## src/verilog/rfts_defs.svh

```systemverilog
// constants of the transparent and stream mode codec
`ifndef RFTS_DEFS_SVH
`define RFTS_DEFS_SVH

// sub-carrier stream: fc/64 at scf 00, halved per step
`define RFTS_SUB_SC_BASE 10'h040
// bpsk stream: fc/16 at scf 00, halved per step
`define RFTS_BPSK_SC_BASE 10'h010
// bpsk frequency select ceiling (fc/4)
`define RFTS_BPSK_SCF_MAX 2'h2
// least period select in sub-carrier mode, two sub-carrier cycles
`define RFTS_SUB_SCP_MIN 3'h1
// largest period select, eight sub-carrier cycles
`define RFTS_SCP_MAX 3'h3
// stream transmit bit period at stx 000b, in fc cycles
`define RFTS_TX_BASE 8'h80
// empty reporting periods tolerated before end of receive
`define RFTS_QUIET_MAX 4'h8
// index of the last bit in a byte
`define RFTS_BYTE_LAST 3'h7
// operation control value that means all blocks off
`define RFTS_OPC_IDLE 8'h00
// saturation point of the per-period edge counter
`define RFTS_EDGE_MAX 6'h3F
// phase sample point, as a right shift of the sub-carrier length
`define RFTS_PH_SHIFT 2
// fifo depth in the receive path
`define RFTS_FIFO_DEPTH 4

`endif

```

## src/verilog/rfts_pkg.sv

```systemverilog
// types shared by the transparent and stream mode codec
package rfts_pkg;

  // receive engine states
  typedef enum logic [1:0] {
    rx_off,
    rx_hunt,
    rx_recv
  } rfts_rx_t;

  // software configuration bits
  typedef struct packed {
    logic stream_en;
    logic bpsk;
    logic [1:0] scf;
    logic [2:0] scp;
    logic [2:0] stx;
    logic am_en;
    logic pm_en;
    logic ext_field_detect_enable;
    logic [7:0] op_ctrl;
    logic rx_on_cfg;
  } rfts_cfg_t;

  // spi pins as seen by the codec
  typedef struct packed {
    logic sel_n;
    logic mosi;
    logic sclk;
  } rfts_spi_t;

  // digitised outputs of the analog front end
  typedef struct packed {
    logic am;
    logic pm;
    logic field;
  } rfts_demod_t;

  // whole state of the codec core
  typedef struct packed {
    rfts_rx_t rx;
    logic sel_q;
    logic armed;
    logic xp;
    logic lpt;
    logic fd_q;
    logic eon;
    logic tx_mod;
    logic rx_on;
    logic miso;
    logic miso_drive;
    logic irq;
    logic [9:0] prd_cnt;
    logic [5:0] edges;
    logic last_in;
    logic ph_smp;
    logic init_ph;
    logic [3:0] quiet;
    logic [7:0] shreg;
    logic [2:0] bcnt;
    logic pend;
    logic [7:0] pend_byte;
    logic ovf;
    logic rx_start;
    logic rx_end;
    logic tx_have;
    logic [7:0] tx_byte;
    logic [2:0] tx_bcnt;
    logic [7:0] tx_cnt;
  } rfts_state_t;

endpackage : rfts_pkg

```

## src/verilog/rfts_fifo.sv

```systemverilog
// small flop fifo with valid and ready on both sides
`timescale 1ns/1ps
module rfts_fifo #(
  parameter int W = 8,
  parameter int DEPTH = 4
) (
  input wire logic clk,
  input wire logic rst_n,
  input wire logic in_valid,
  output logic in_ready,
  input wire logic [W-1:0] in_data,
  output logic out_valid,
  input wire logic out_ready,
  output logic [W-1:0] out_data
);
  import rfts_pkg::*;

  localparam int AW = (DEPTH > 1) ? $clog2(DEPTH) : 1;
  localparam logic [AW:0] FULL = (AW+1)'(DEPTH);

  // fifo state: storage, pointers, fill level
  typedef struct packed {
    logic [DEPTH-1:0][W-1:0] mem;
    logic [AW-1:0] wp;
    logic [AW-1:0] rp;
    logic [AW:0] cnt;
  } rfts_fifo_st_t;

  rfts_fifo_st_t s_q; // registered state
  rfts_fifo_st_t s_d; // next state

  logic push; // write accepted
  logic pop; // read accepted

  assign in_ready = (s_q.cnt != FULL);
  assign out_valid = (s_q.cnt != '0);
  assign out_data = s_q.mem[s_q.rp];
  assign push = in_valid & in_ready;
  assign pop = out_valid & out_ready;

  // pointer wrap at depth
  function automatic logic [AW-1:0] wrap_inc(input logic [AW-1:0] p);
    wrap_inc = (p == AW'(DEPTH - 1)) ? '0 : p + 1'b1;
  endfunction : wrap_inc

  // next state
  always_comb begin
    s_d = s_q;
    if (push) begin
      s_d.mem[s_q.wp] = in_data;
      s_d.wp = wrap_inc(s_q.wp);
    end
    if (pop) begin
      s_d.rp = wrap_inc(s_q.rp);
    end
    if (push && !pop) begin
      s_d.cnt = s_q.cnt + 1'b1;
    end else if (pop && !push) begin
      s_d.cnt = s_q.cnt - 1'b1;
    end
  end

  // state register
  always_ff @(posedge clk or negedge rst_n) begin
    if (!rst_n) begin
      s_q <= '0;
    end else begin
      s_q <= s_d;
    end
  end

endmodule : rfts_fifo

```

## src/verilog/rfts_core.sv

```systemverilog
// transparent mode pin mux and stream mode bit codec
`timescale 1ns/1ps
`include "rfts_defs.svh"

// Notes on behaviour
// - armed command plus select rise enters transparent
// - transparent: modulator follows mosi
// - transparent: receiver-active follows sclk
// - transparent: am channel drives miso
// - transparent: pm channel drives interrupt pin
// - single channel goes to miso, irq low
// - transparent ignores stream, framing, fifo settings
// - any spi command leaves transparent mode
// - field detect enable routes detector to irq
// - idle op control plus detect: low-power target
// - first bit in time sits in lsb
// - sub-carrier: fc/64..fc/8, two..eight cycles
// - first sub-carrier period starts receive, writes bit
// - sub-carrier: one bit per period, 1=present
// - sub-carrier: end after nine empty periods
// - sub-carrier: scf 01 fc/32, scp 10 four
// - bpsk: fc/16..fc/4, one..eight cycles
// - bpsk: 0 initial phase, 1 inverted
// - bpsk: first empty period ends receive
// - bpsk: scf 01 fc/8, scp 01 two
// - stream transmit: fifo bit drives modulator
// - stx 000 gives 128 fc bit period
module rfts_core #(
  parameter int FIFO_DEPTH = `RFTS_FIFO_DEPTH
) (
  input wire logic clk,
  input wire logic rst_n,
  input wire rfts_pkg::rfts_spi_t spi,
  input wire logic cmd_transparent,
  input wire logic cmd_any,
  input wire rfts_pkg::rfts_cfg_t cfg,
  input wire rfts_pkg::rfts_demod_t demod,
  input wire logic fc_tick,
  input wire logic rx_enable,
  input wire logic tx_enable,
  input wire logic [7:0] tx_data,
  input wire logic tx_valid,
  output logic tx_ready,
  input wire logic miso_norm,
  input wire logic miso_norm_oe_n,
  input wire logic irq_norm,
  output logic miso_o,
  output logic miso_oe_n,
  output logic irq_o,
  output logic tx_mod,
  output logic rx_on,
  output logic transparent,
  output logic low_power_target,
  output logic irq_eon,
  output logic rx_start,
  output logic rx_end,
  output logic rx_ovf,
  output logic [7:0] rx_data,
  output logic rx_valid,
  input wire logic rx_ready
);
  import rfts_pkg::*;

  rfts_state_t s_q; // registered state
  rfts_state_t s_d; // next state

  logic push_ready; // fifo can take the pending byte
  logic stream_act; // stream engine allowed to run
  logic tx_run; // stream transmit running
  logic [9:0] sc_len; // fc cycles per sub-carrier cycle
  logic [9:0] prd_len; // fc cycles per reporting period
  logic [5:0] ncyc; // sub-carrier cycles per period
  logic [7:0] tx_len; // fc cycles per transmit bit

  // fc cycles in one sub-carrier cycle
  function automatic logic [9:0] sub_len(input logic bpsk, input logic [1:0] scf);
    logic [1:0] f;
    f = scf;
    if (bpsk) begin
      if (f > `RFTS_BPSK_SCF_MAX) f = `RFTS_BPSK_SCF_MAX;
      sub_len = `RFTS_BPSK_SC_BASE >> f;
    end else begin
      sub_len = `RFTS_SUB_SC_BASE >> f;
    end
  endfunction : sub_len

  // sub-carrier cycles in one reporting period
  function automatic logic [5:0] cyc_cnt(input logic bpsk, input logic [2:0] scp);
    logic [2:0] p;
    p = scp;
    if (!bpsk && p < `RFTS_SUB_SCP_MIN) p = `RFTS_SUB_SCP_MIN;
    if (p > `RFTS_SCP_MAX) p = `RFTS_SCP_MAX;
    cyc_cnt = 6'h01 << p;
  endfunction : cyc_cnt

  // period geometry from the stream settings
  always_comb begin
    sc_len = sub_len(cfg.bpsk, cfg.scf);
    ncyc = cyc_cnt(cfg.bpsk, cfg.scp);
    prd_len = 10'(sc_len * ncyc);
    tx_len = `RFTS_TX_BASE >> cfg.stx;
  end

  // stream logic is held off in transparent mode
  assign stream_act = cfg.stream_en & ~s_q.xp;
  assign tx_run = stream_act & tx_enable;
  assign tx_ready = tx_run & ~s_q.tx_have;

  // next state
  always_comb begin
    logic in_v;
    logic edge_v;
    logic [5:0] e_v;
    logic det_v;
    logic wr_v;
    logic bit_v;
    logic end_v;
    logic single_v;
    in_v = 1'b0;
    edge_v = 1'b0;
    e_v = '0;
    det_v = 1'b0;
    wr_v = 1'b0;
    bit_v = 1'b0;
    end_v = 1'b0;
    single_v = cfg.am_en ^ cfg.pm_en;
    s_d = s_q;
    s_d.rx_start = 1'b0;
    s_d.rx_end = 1'b0;
    s_d.eon = 1'b0;
    s_d.sel_q = spi.sel_n;

    // transparent mode entry and exit
    if (cmd_transparent) begin
      s_d.armed = 1'b1;
      s_d.xp = 1'b0;
    end else if (cmd_any) begin
      s_d.armed = 1'b0;
      s_d.xp = 1'b0;
    end else if (s_q.armed && spi.sel_n && !s_q.sel_q) begin
      s_d.armed = 1'b0;
      s_d.xp = 1'b1;
    end else if (s_q.xp && !spi.sel_n) begin
      s_d.xp = 1'b0;
    end

    // pin multiplexer
    if (s_q.xp) begin
      s_d.tx_mod = spi.mosi;
      s_d.rx_on = spi.sclk;
      s_d.miso = (cfg.pm_en && !cfg.am_en) ? demod.pm : demod.am;
      s_d.miso_drive = 1'b1;
      if (cfg.ext_field_detect_enable) begin
        s_d.irq = demod.field;
      end else if (single_v) begin
        s_d.irq = 1'b0;
      end else begin
        s_d.irq = demod.pm;
      end
    end else begin
      s_d.tx_mod = s_q.tx_have & s_q.tx_byte[s_q.tx_bcnt];
      s_d.rx_on = cfg.rx_on_cfg;
      s_d.miso = miso_norm;
      s_d.miso_drive = ~miso_norm_oe_n;
      s_d.irq = irq_norm;
    end

    // low-power target mode and field-on event
    s_d.lpt = cfg.ext_field_detect_enable && (cfg.op_ctrl == `RFTS_OPC_IDLE);
    s_d.fd_q = demod.field;
    if (s_q.lpt && demod.field && !s_q.fd_q) begin
      s_d.eon = 1'b1;
    end

    // pending byte leaves for the fifo
    if (s_q.pend && push_ready) begin
      s_d.pend = 1'b0;
    end

    // receive engine
    if (!stream_act || !rx_enable) begin
      s_d.rx = rx_off;
      s_d.prd_cnt = '0;
      s_d.edges = '0;
      s_d.bcnt = '0;
      s_d.shreg = '0;
    end else if (s_q.rx == rx_off) begin
      s_d.rx = rx_hunt;
      s_d.prd_cnt = '0;
      s_d.edges = '0;
    end else if (fc_tick) begin
      // edge counting on the selected channel
      in_v = (cfg.pm_en && !cfg.am_en) ? demod.pm : demod.am;
      edge_v = in_v ^ s_q.last_in;
      s_d.last_in = in_v;
      e_v = s_q.edges;
      if (edge_v && e_v != `RFTS_EDGE_MAX) e_v = e_v + 1'b1;
      s_d.edges = e_v;
      if (s_q.prd_cnt == (sc_len >> `RFTS_PH_SHIFT)) begin
        s_d.ph_smp = in_v;
      end
      if (s_q.prd_cnt == prd_len - 1'b1) begin
        // end of one reporting period
        s_d.prd_cnt = '0;
        s_d.edges = '0;
        det_v = (e_v >= ncyc);
        unique case (s_q.rx)
          rx_hunt: begin
            if (det_v) begin
              s_d.rx_start = 1'b1;
              s_d.rx = rx_recv;
              s_d.quiet = '0;
              s_d.init_ph = s_q.ph_smp;
              wr_v = 1'b1;
              bit_v = ~cfg.bpsk;
            end
          end
          rx_recv: begin
            if (cfg.bpsk) begin
              if (!det_v) begin
                end_v = 1'b1;
              end else begin
                wr_v = 1'b1;
                bit_v = s_q.ph_smp ^ s_q.init_ph;
              end
            end else if (det_v) begin
              s_d.quiet = '0;
              wr_v = 1'b1;
              bit_v = 1'b1;
            end else if (s_q.quiet == `RFTS_QUIET_MAX) begin
              end_v = 1'b1;
            end else begin
              s_d.quiet = s_q.quiet + 1'b1;
              wr_v = 1'b1;
              bit_v = 1'b0;
            end
          end
          default: begin
            s_d.rx = rx_off;
          end
        endcase
      end else begin
        s_d.prd_cnt = s_q.prd_cnt + 1'b1;
      end
    end

    // byte assembly, first bit in lsb
    if (wr_v) begin
      s_d.shreg[s_q.bcnt] = bit_v;
      if (s_q.bcnt == `RFTS_BYTE_LAST) begin
        if (s_d.pend) begin
          s_d.ovf = 1'b1;
        end else begin
          s_d.pend = 1'b1;
          s_d.pend_byte = s_d.shreg;
        end
        s_d.shreg = '0;
        s_d.bcnt = '0;
      end else begin
        s_d.bcnt = s_q.bcnt + 1'b1;
      end
    end
    if (end_v) begin
      s_d.rx_end = 1'b1;
      s_d.rx = rx_hunt;
      s_d.quiet = '0;
      if (s_q.bcnt != '0) begin
        if (s_d.pend) begin
          s_d.ovf = 1'b1;
        end else begin
          s_d.pend = 1'b1;
          s_d.pend_byte = s_q.shreg;
        end
        s_d.shreg = '0;
        s_d.bcnt = '0;
      end
    end

    // stream transmit, one fifo bit per bit period
    if (!tx_run) begin
      s_d.tx_have = 1'b0;
      s_d.tx_cnt = '0;
      s_d.tx_bcnt = '0;
    end else if (!s_q.tx_have) begin
      if (tx_valid) begin
        s_d.tx_have = 1'b1;
        s_d.tx_byte = tx_data;
        s_d.tx_bcnt = '0;
        s_d.tx_cnt = '0;
      end
    end else if (fc_tick) begin
      if (s_q.tx_cnt == tx_len - 1'b1) begin
        s_d.tx_cnt = '0;
        if (s_q.tx_bcnt == `RFTS_BYTE_LAST) begin
          s_d.tx_have = 1'b0;
        end else begin
          s_d.tx_bcnt = s_q.tx_bcnt + 1'b1;
        end
      end else begin
        s_d.tx_cnt = s_q.tx_cnt + 1'b1;
      end
    end
  end

  // state register
  always_ff @(posedge clk or negedge rst_n) begin
    if (!rst_n) begin
      s_q <= '0;
    end else begin
      s_q <= s_d;
    end
  end

  // receive byte buffer
  rfts_fifo #(
    .W(8),
    .DEPTH(FIFO_DEPTH)
  ) u_rx_fifo (
    .clk(clk),
    .rst_n(rst_n),
    .in_valid(s_q.pend),
    .in_ready(push_ready),
    .in_data(s_q.pend_byte),
    .out_valid(rx_valid),
    .out_ready(rx_ready),
    .out_data(rx_data)
  );

  // outputs straight from the state register
  assign miso_o = s_q.miso;
  assign miso_oe_n = ~s_q.miso_drive;
  assign irq_o = s_q.irq;
  assign tx_mod = s_q.tx_mod;
  assign rx_on = s_q.rx_on;
  assign transparent = s_q.xp;
  assign low_power_target = s_q.lpt;
  assign irq_eon = s_q.eon;
  assign rx_start = s_q.rx_start;
  assign rx_end = s_q.rx_end;
  assign rx_ovf = s_q.ovf;

  // checks
  property p_enter;
    @(posedge clk) disable iff (!rst_n)
    (s_q.armed && !cmd_any && !cmd_transparent && $rose(spi.sel_n)) |=> transparent;
  endproperty
  a_enter: assert property (p_enter) else $error("no entry on select rise");

  property p_mosi;
    @(posedge clk) disable iff (!rst_n)
    transparent |=> (tx_mod == $past(spi.mosi));
  endproperty
  a_mosi: assert property (p_mosi) else $error("modulator not following mosi");

  property p_sclk;
    @(posedge clk) disable iff (!rst_n)
    transparent |=> (rx_on == $past(spi.sclk));
  endproperty
  a_sclk: assert property (p_sclk) else $error("rx_on not following sclk");

  property p_miso;
    @(posedge clk) disable iff (!rst_n)
    (transparent && cfg.am_en) |=> (miso_o == $past(demod.am)) && !miso_oe_n;
  endproperty
  a_miso: assert property (p_miso) else $error("miso not carrying am");

  property p_pm_irq;
    @(posedge clk) disable iff (!rst_n)
    (transparent && cfg.am_en && cfg.pm_en && !cfg.ext_field_detect_enable)
      |=> (irq_o == $past(demod.pm));
  endproperty
  a_pm_irq: assert property (p_pm_irq) else $error("irq not carrying pm");

  property p_single;
    @(posedge clk) disable iff (!rst_n)
    (transparent && (cfg.am_en ^ cfg.pm_en) && !cfg.ext_field_detect_enable) |=> !irq_o;
  endproperty
  a_single: assert property (p_single) else $error("irq not low in single channel");

  property p_quiet_stream;
    @(posedge clk) disable iff (!rst_n)
    transparent |-> !tx_ready ##1 (s_q.rx == rx_off);
  endproperty
  a_quiet_stream: assert property (p_quiet_stream) else $error("stream active");

  property p_exit;
    @(posedge clk) disable iff (!rst_n)
    (cmd_any && !cmd_transparent) |=> !transparent ##1 !transparent;
  endproperty
  a_exit: assert property (p_exit) else $error("command did not leave mode");

  property p_fd;
    @(posedge clk) disable iff (!rst_n)
    (transparent && cfg.ext_field_detect_enable) |=> (irq_o == $past(demod.field));
  endproperty
  a_fd: assert property (p_fd) else $error("detector not on irq");

  property p_eon;
    @(posedge clk) disable iff (!rst_n)
    (low_power_target && $rose(demod.field)) |=> irq_eon;
  endproperty
  a_eon: assert property (p_eon) else $error("field-on event missed");

  property p_end_flush;
    @(posedge clk) disable iff (!rst_n)
    (s_d.rx_end && s_q.bcnt != '0 && !s_q.pend) |=> s_q.pend ##1 rx_end == 1'b0;
  endproperty
  a_end_flush: assert property (p_end_flush) else $error("partial byte not flushed");

endmodule : rfts_core

```

## config.mk

```make
export PLATFORM = sky130hd
export DESIGN_NAME = rfts_core
export DESIGN_NICKNAME = d
export VERILOG_FILES = /design/src/verilog/rfts_pkg.sv /design/src/verilog/rfts_fifo.sv /design/src/verilog/rfts_core.sv
export VERILOG_INCLUDE_DIRS = /design/src /design/src/verilog
export SDC_FILE = /design/constraint.sdc
export NUM_CORES = 1
export LEC_CHECK = 0
export BUFFER_PORTS_ARGS = -buffer_cell sky130_fd_sc_hd__buf_2
export CAP_MARGIN = 5
export CORE_MARGIN = 4
export CORE_UTILIZATION = 35
export CTS_CLUSTER_DIAMETER = 60
export CTS_CLUSTER_SIZE = 25
export DETAILED_ROUTE_END_ITERATION = 8
export MAX_ROUTING_LAYER = met4
export SLEW_MARGIN = 20
export SYNTH_ARGS = -nofsm -noshare
export SYNTH_HDL_FRONTEND = slang
export SYNTH_SLANG_ARGS = --single-unit
export TNS_END_PERCENT = 5
```

## constraint.sdc

```tcl
create_clock -name clk -period 8.6 [get_ports clk]
set_input_delay 1.72 -clock clk [delete_from_list [all_inputs] [get_ports clk]]
set_output_delay 1.72 -clock clk [all_outputs]
set_load 0.01 [all_outputs]
```

==> flow_summary_export.csv, run 1 <==
group,metric,value,unit
route,drtAntennaViolNets,0,
timing,max_freq,0.1421,GHz
timing,tns,0,ns
yosys,synth-edff-count,0,
route,vias_per_cell,5.033,
clock_tree,clock-root-buffer,"clkbuf_16",
yosys,ys_warn_count,0,
timing,fin_ws,1.563,ns
clock_tree,cts_tree,"built",
clock_tree,postCtsSetupBuffers,0,
place,io_buffers,68,
yosys,synth-async-reset-ratio,1.000,
finish,syn_to_final_growth,16.54,%
floorplan,die_w,154.0,um
yosys,syn_avg_cell_area,10.40,um2
power_and_ir_drop,p_leak,4.082,nW
timing,final_hold_viol_count,0,
finish,drive_above_1_share,0.2281,
clock_tree,cts_inserted_buffers,17,
finish,finalNonFillerCells,1088,
clock_tree,clockBufferDepth,2,
critical_path,rr_startpoint,"s_q[50]",
finish,fill_cells,2013,
clock_tree,ctsResizeCount,0,
power_and_ir_drop,p_per_area,189.9,nW/um2
critical_path,worstReg2RegEnd,"s_q[24]",
critical_path,slowest_delay,0.67,ns
yosys,netlist_instances,718,
yosys,synthTopCellsByArea,"dfrtp_1, ha_1, mux2_2",
critical_path,path_delay_family,"adder cells",
finish,nets,909,
finish,register_area,2953,um2
critical_path,worstPathCellList,"buf_2 > a211oi_1 > inv_1 > or2_2 > fa_1 > fa_1 > inv_1 > fa_1 > ha_1 > ha_1 > a31oi_1 > nor2b_1 > a311oi_2 > xnor3_2 > nor4_4 > nand2_1 > or3_1 > a21oi_1",
timing,fin_skew,0.009208,ns
timing,worst_pin_slew,0.9572,ns
yosys,ys.flop_type,"dfrtp_1",
floorplan,io_pins,69,
yosys,syn-cell-area,7465,um2
timing,timing.final.crit_share,0.8183,
yosys,yosysMostFrequentCell,"dfrtp_1",
grt,grt_pass1_wl,27610,um
hold_path,hold_end,"irq_eon",
outcome,outcome,"completed",
floorplan,die-area,23730,um2
route,num_vias,5476,
route,route.detailed.drc,0,
finish,utilization,0.4138,
flow_run,max_cap_viol_count,0,
route,wirelength,16190,um
place,dp_cells,1055,
critical_path,path_common_cell,"fa_1",
clock_tree,hold_buffers,0,
route,wl_per_cell,14.88,um
clock_tree,insertion_delay,0.41,ns
yosys,yosys.area.top_type,"dfrtp_1",
yosys,synth-seq-cells,118,
timing,slew_violations,0,
power_and_ir_drop,peakVddDrop,0.1185,mV
floorplan,die_y,154.0,um
floorplan,rows,53,
clock_tree,cts_sinks,118,
critical_path,required,8.93,ns
grt,grt_pass1_vias,5517,
hold_path,hold_path.class,"register to register",
yosys,synth.distinct_cells,74,
yosys,synth_top_area_frac,0.3956,
route,drt_iter0_drc,283,
clock_tree,clkSlewWorstSetupHoldPaths,0.05,ns
place,dp_hpwl,11880,um
route,dr.pass1.iters,5,
grt,overflow,0,
critical_path,cp_num_buf_inv,3,
hold_path,holdPathStages,1,
critical_path,r2r_cells,12,
place,post-place-ws,1.124,ns
critical_path,cp-start-kind,"input pin",
critical_path,critPathArrivalTime,7.36,ns
timing,whs,0.3931,ns
critical_path,cp-end-kind,"register",
grt,grtUsageTotal,0.1448,
grt,antenna_found_initial,2,
yosys,synth_common_cells,"dfrtp_1, nand2_1, mux2_2, nor2_1, ha_1",
floorplan,core_area,21020,um2
yosys,ys_seq_area_frac,0.3956,
clock_tree,htree_levels,4,
hold_path,hp-start,"s_q[72]",
critical_path,cp_max_fo,13,
critical_path,critical_path_class,"input pin to register",
critical_path,critical-path-slowest-cell,"nor4_4",
timing,period_needed,7.037,ns
grt,grt_max_degree,73,
finish,multi_input_area,4285,um2
critical_path,r2r_slack,4.18,ns
timing,rsz0062_at_grt,"false",
finish,postLayoutCellArea,8700,um2
floorplan,start_util,0.3551,
place,placed_area,8104,um2
timing,finalSetupViolCount,0,
power_and_ir_drop,totalPowerFinal,1.652,mW
place,gp_congestion,0.8509,
timing,slew_headroom,0.3619,
==> state kept, by name, indices dropped and copies added, names as in the netlist <==
signal,cells
u_rx_fifo.s_q,39
transparent,1
miso_o,1
irq_o,1
low_power_target,1
rx_start,1
tx_mod,1
rx_on,1
rx_ovf,1
irq_eon,1
rx_end,1
s_q,69
==> final cells by class <==
class                      count  area share
tap                          275     0.03955
timing repair buffer          70     0.04113
clock inverter                 8     0.01122
sequential                   118      0.3394
antenna                        2   0.0005753
multi-input combinational    547      0.4926
inverter                      45     0.01942
clock buffer                  23     0.05609
==> cells in the final DEF (no fill, tap or decap), types with 20 or more instances in the layout <==
cell       n
mux2_2    46
nor2_1    46
a31oi_1   29
nand2_1   53
dfrtp_1  118
buf_2     67
xnor2_1   20
a21oi_1   33
inv_1     44
ha_1      45
==> metal layers <==
| metal | routed length (um) | GRT usage | up-vias |
|---|---|---|---|
| li1 | - | - | 2728 |
| met1 | 7592 | 0.1905 | 2624 |
| met2 | 7802 | 0.2288 | 111 |
| met3 | 657 | 0.03659 | 13 |
| met4 | 135 | 0.02902 | 0 |
| met5 | 0 | - | - |
==> worst max path at each step <==
stage,startpoint,cells after the start,to
4_1_cts,cfg[20],20,s_q[24]
3_5_place_dp,cfg[20],18,s_q[46]
3_3_place_gp,cfg[20],18,s_q[46]
6_report,cfg[20],18,s_q[32]
5_1_grt,cfg[20],20,s_q[26]
2_1_floorplan,cfg[20],19,s_q[30]
==> where the power goes <==
part           switching [mW]  total (mW)  internal, mW
clock network           0.248       0.702         0.454
logic                   0.179       0.329         0.150
registers              0.0388       0.621         0.582
==> cell families (layout without fill, tap and decap cells) <==
group / after synthesis / count (layout) / share of synthesized area
other cells: 2 / 19 / 0.001006
xor+xnor: 35 / 35 / 0.04559
compound gates: 143 / 143 / 0.1234
flops: 118 / 118 / 0.3956
fa+ha+maj: 63 / 63 / 0.1224
buf+inv: 68 / 146 / 0.03855
simple gates: 228 / 228 / 0.1671
mux: 61 / 61 / 0.1064
(Power assumes the default switching activity.)
==> run 2: changes to the inputs <==
ABC_AREA = 1   (was unset)
clock period = 6.6 ns   (was 8.6 ns; I/O delays follow)
==> run 2 against run 1 <==
  * Sequential power is 30% higher
  * First-iteration DRC count increased by 52%
  * Register-to-register slack worse by 1.5 ns
  * Final cell count up 23%
  * Synthesized cell count up 33%
  * Flip-flop and latch count is the same
  * Non-clock buffer count increased by 5
  * Synthesized area is 1.3% higher
==> flow_summary_export.csv, run 2 <==
group,metric,value,unit
outcome,outcome,"completed",
grt,grt_max_degree,65,
finish,nets,1163,
floorplan,die-area,24030,um2
timing,period_needed,6.060,ns
finish,utilization,0.4244,
finish,insertedDiodeCount,0,
critical_path,critical_path_class,"input pin to register",
route,vias_per_cell,4.722,
yosys,netlist_instances,957,
grt,grt_pass1_wl,29390,um
yosys,syn_avg_cell_area,7.903,um2
power_and_ir_drop,pwr-share-seq,0.340,
route,drtAntennaViolNets,0,
critical_path,cp-start-kind,"input pin",
power_and_ir_drop,power.share.switching,0.2865,
yosys,syn-cell-area,7564,um2
clock_tree,ctsResizeCount,0,
power_and_ir_drop,power.internal,1.693,mW
finish,largest_reg_flops,69,
floorplan,start_util,0.3575,
yosys,yosysMostFrequentCell,"nand2_1",
floorplan,die_w,155.0,um
timing,timing.final.crit_share,0.9183,
place,io_buffers,68,
power_and_ir_drop,clock_power_share,0.447,
power_and_ir_drop,p_per_area,264.4,nW/um2
critical_path,cp_max_fo,11,
clock_tree,cts_tree,"built",
floorplan,io_pins,69,
power_and_ir_drop,pwr-share-comb,0.213,
grt,antenna_found_initial,0,
timing,rsz0062_at_grt,"false",
clock_tree,htree_levels,4,
yosys,synth_common_cells,"nand2_1, inv_1, dfrtp_1",
hold_path,hold_path.class,"register to register",
grt,grtUsageTotal,0.1538,
floorplan,die_y,155.0,um
yosys,synth.distinct_cells,49,
grt,grt_pass1_vias,6035,
power_and_ir_drop,peakVddDrop,0.1443,mV
clock_tree,clkSlewWorstSetupHoldPaths,0.05,ns
timing,worst_pin_slew,0.8446,ns
power_and_ir_drop,p_sw,0.6800,mW
finish,drive_above_1_share,0.1258,
grt,overflow,0,
critical_path,required,6.90,ns
route,route.detailed.drc,0,
yosys,synth-seq-cells,118,
yosys,synth-async-reset-ratio,1.000,
floorplan,core_area,21150,um2
flow_run,max_cap_viol_count,0,
finish,layout_commonest_cell,"nand2_1",
critical_path,cp-end-kind,"register",
timing,fin_skew,0.01062,ns
timing,slew_headroom,0.4369,
critical_path,critPathArrivalTime,6.36,ns
yosys,ys.flop_type,"dfrtp_1",
place,dp_hpwl,12770,um
yosys,yosys.area.top_type,"dfrtp_1",
route,wl_per_cell,12.96,um
timing,max_freq,0.1650,GHz
route,num_vias,6328,
yosys,ys_seq_area_frac,0.3904,
finish,register_area,2953,um2
finish,layout_common_cells,"nand2_1, inv_1, dfrtp_1",
route,drt_iter0_drc,430,
place,gp_congestion,0.8608,
finish,largest_registers,"s_q (69), u_rx_fifo.s_q (39)",
timing,slew_violations,0,
finish,fill_cells,2114,
finish,syn_to_final_growth,18.69,%
floorplan,rows,53,
clock_tree,hold_buffers,0,
finish,multi_input_area,4070,um2
clock_tree,insertion_delay,0.42,ns
clock_tree,postCtsSetupBuffers,0,
clock_tree,cts_inserted_buffers,17,
route,wirelength,17370,um
timing,finalSetupViolCount,0,
timing,final_hold_viol_count,0,
yosys,synth_top_area_frac,0.3904,
finish,largest-register,"s_q",
clock_tree,clockBufferDepth,2,
route,dr.pass1.iters,5,
yosys,synthTopCellsByArea,"dfrtp_1, nand2_1, ha_1",
clock_tree,clock-root-buffer,"clkbuf_16",
yosys,ys_warn_count,0,
clock_tree,cts_sinks,118,
power_and_ir_drop,p_leak,4.433,nW
yosys,synth-edff-count,0,
timing,tns,0,ns
-- run 2: final cells by class --
cell class,count,area share
multi-input combinational,697,0.4534
sequential,118,0.3289
inverter,144,0.06049
clock buffer,23,0.05324
timing repair buffer,75,0.04404
tap,275,0.03833
clock inverter,8,0.02160
-- run 2: power groups by stage --
stage / clock network [mW] / registers [mW] / logic, mW
detailed placement: 0 / 0.817 / 0.507
global placement: 0 / 0.818 / 0.502
floorplan: 0 / 0.792 / 0.374
CTS: 1.08 / 0.805 / 0.509
finish: 1.06 / 0.807 / 0.504
global route: 1.12 / 0.813 / 0.588
-- run 2: path summary, 6_finish.rpt --
check,startpoint,slack (ns),depth (start not counted),end
max,cfg[20],0.54,27,s_q[32]
max reg2reg,s_q[50],2.64,24,s_q[24]
min,s_q[72],0.40,1,irq_eon
min reg2reg,s_q[72],0.40,1,irq_eon
min in group asynchronous,rst_n,1.01,1,u_rx_fifo.s_q[38]
max in group asynchronous,rst_n,4.36,2,low_power_target
-- run 2: metrics by stage --
| step | area, um2 | total power, mW | instances | setup WS [ns] | hold slack (ns) |
|---|---|---|---|---|---|
| after global placement | 8305 | 1.320 | 1309 | 0.2756 | 0.3857 |
| after global routing | 8977 | 2.516 | 1340 | 0.1575 | 0.4279 |
| after floorplan | 7620 | 1.166 | 972 | 0.6730 | 0.3766 |
| after detailed placement | 8305 | 1.324 | 1309 | 0.1700 | 0.4041 |
| after CTS | 8977 | 2.397 | 1340 | 0.5883 | 0.4059 |
| final | 8977 | 2.373 | 1340 | 0.5395 | 0.3980 |
-- run 2: cell families (layout without fill, tap and decap cells) --
family | after synthesis | count (layout) | synth area share
AND/OR/NAND/NOR | 425 | 425 | 0.2506
buffers and inverters | 157 | 250 | 0.07891
AO/OA/AOI/OAI | 154 | 154 | 0.1108
flip-flops | 118 | 118 | 0.3904
adder cells (fa/ha/maj) | 62 | 62 | 0.1194
XOR/XNOR | 25 | 25 | 0.02895
multiplexers | 14 | 14 | 0.01985
other | 2 | 17 | 0.0009929
-- run 2: metal layers --
metal	GRT usage	up-vias	routed length, um
met5	-	-	0
met4	0.03659	0	203
met3	0.03672	16	739
met2	0.2321	121	7934
met1	0.2102	2894	8493
li1	-	3297	-
-- run 2: worst max-delay path, cell delays in order --
cell,delay [ns]
buf_2,0.13
nand2_1,0.11
inv_1,0.10
nor3_1,0.42
nand2_1,0.14
fa_1,0.54
fa_1,0.46
fa_1,0.56
inv_1,0.06
fa_1,0.47
ha_1,0.36
nand2_1,0.10
inv_1,0.06
nand2_1,0.07
nand3_1,0.08
nand2_1,0.07
nand2_1,0.07
nor2_1,0.04
nor2_1,0.11
nand2_1,0.13
nor2_8,0.18
nand4_4,0.18
nor2_4,0.16
buf_4,0.20
inv_1,0.09
o21ai_0,0.08
nor2_1,0.06
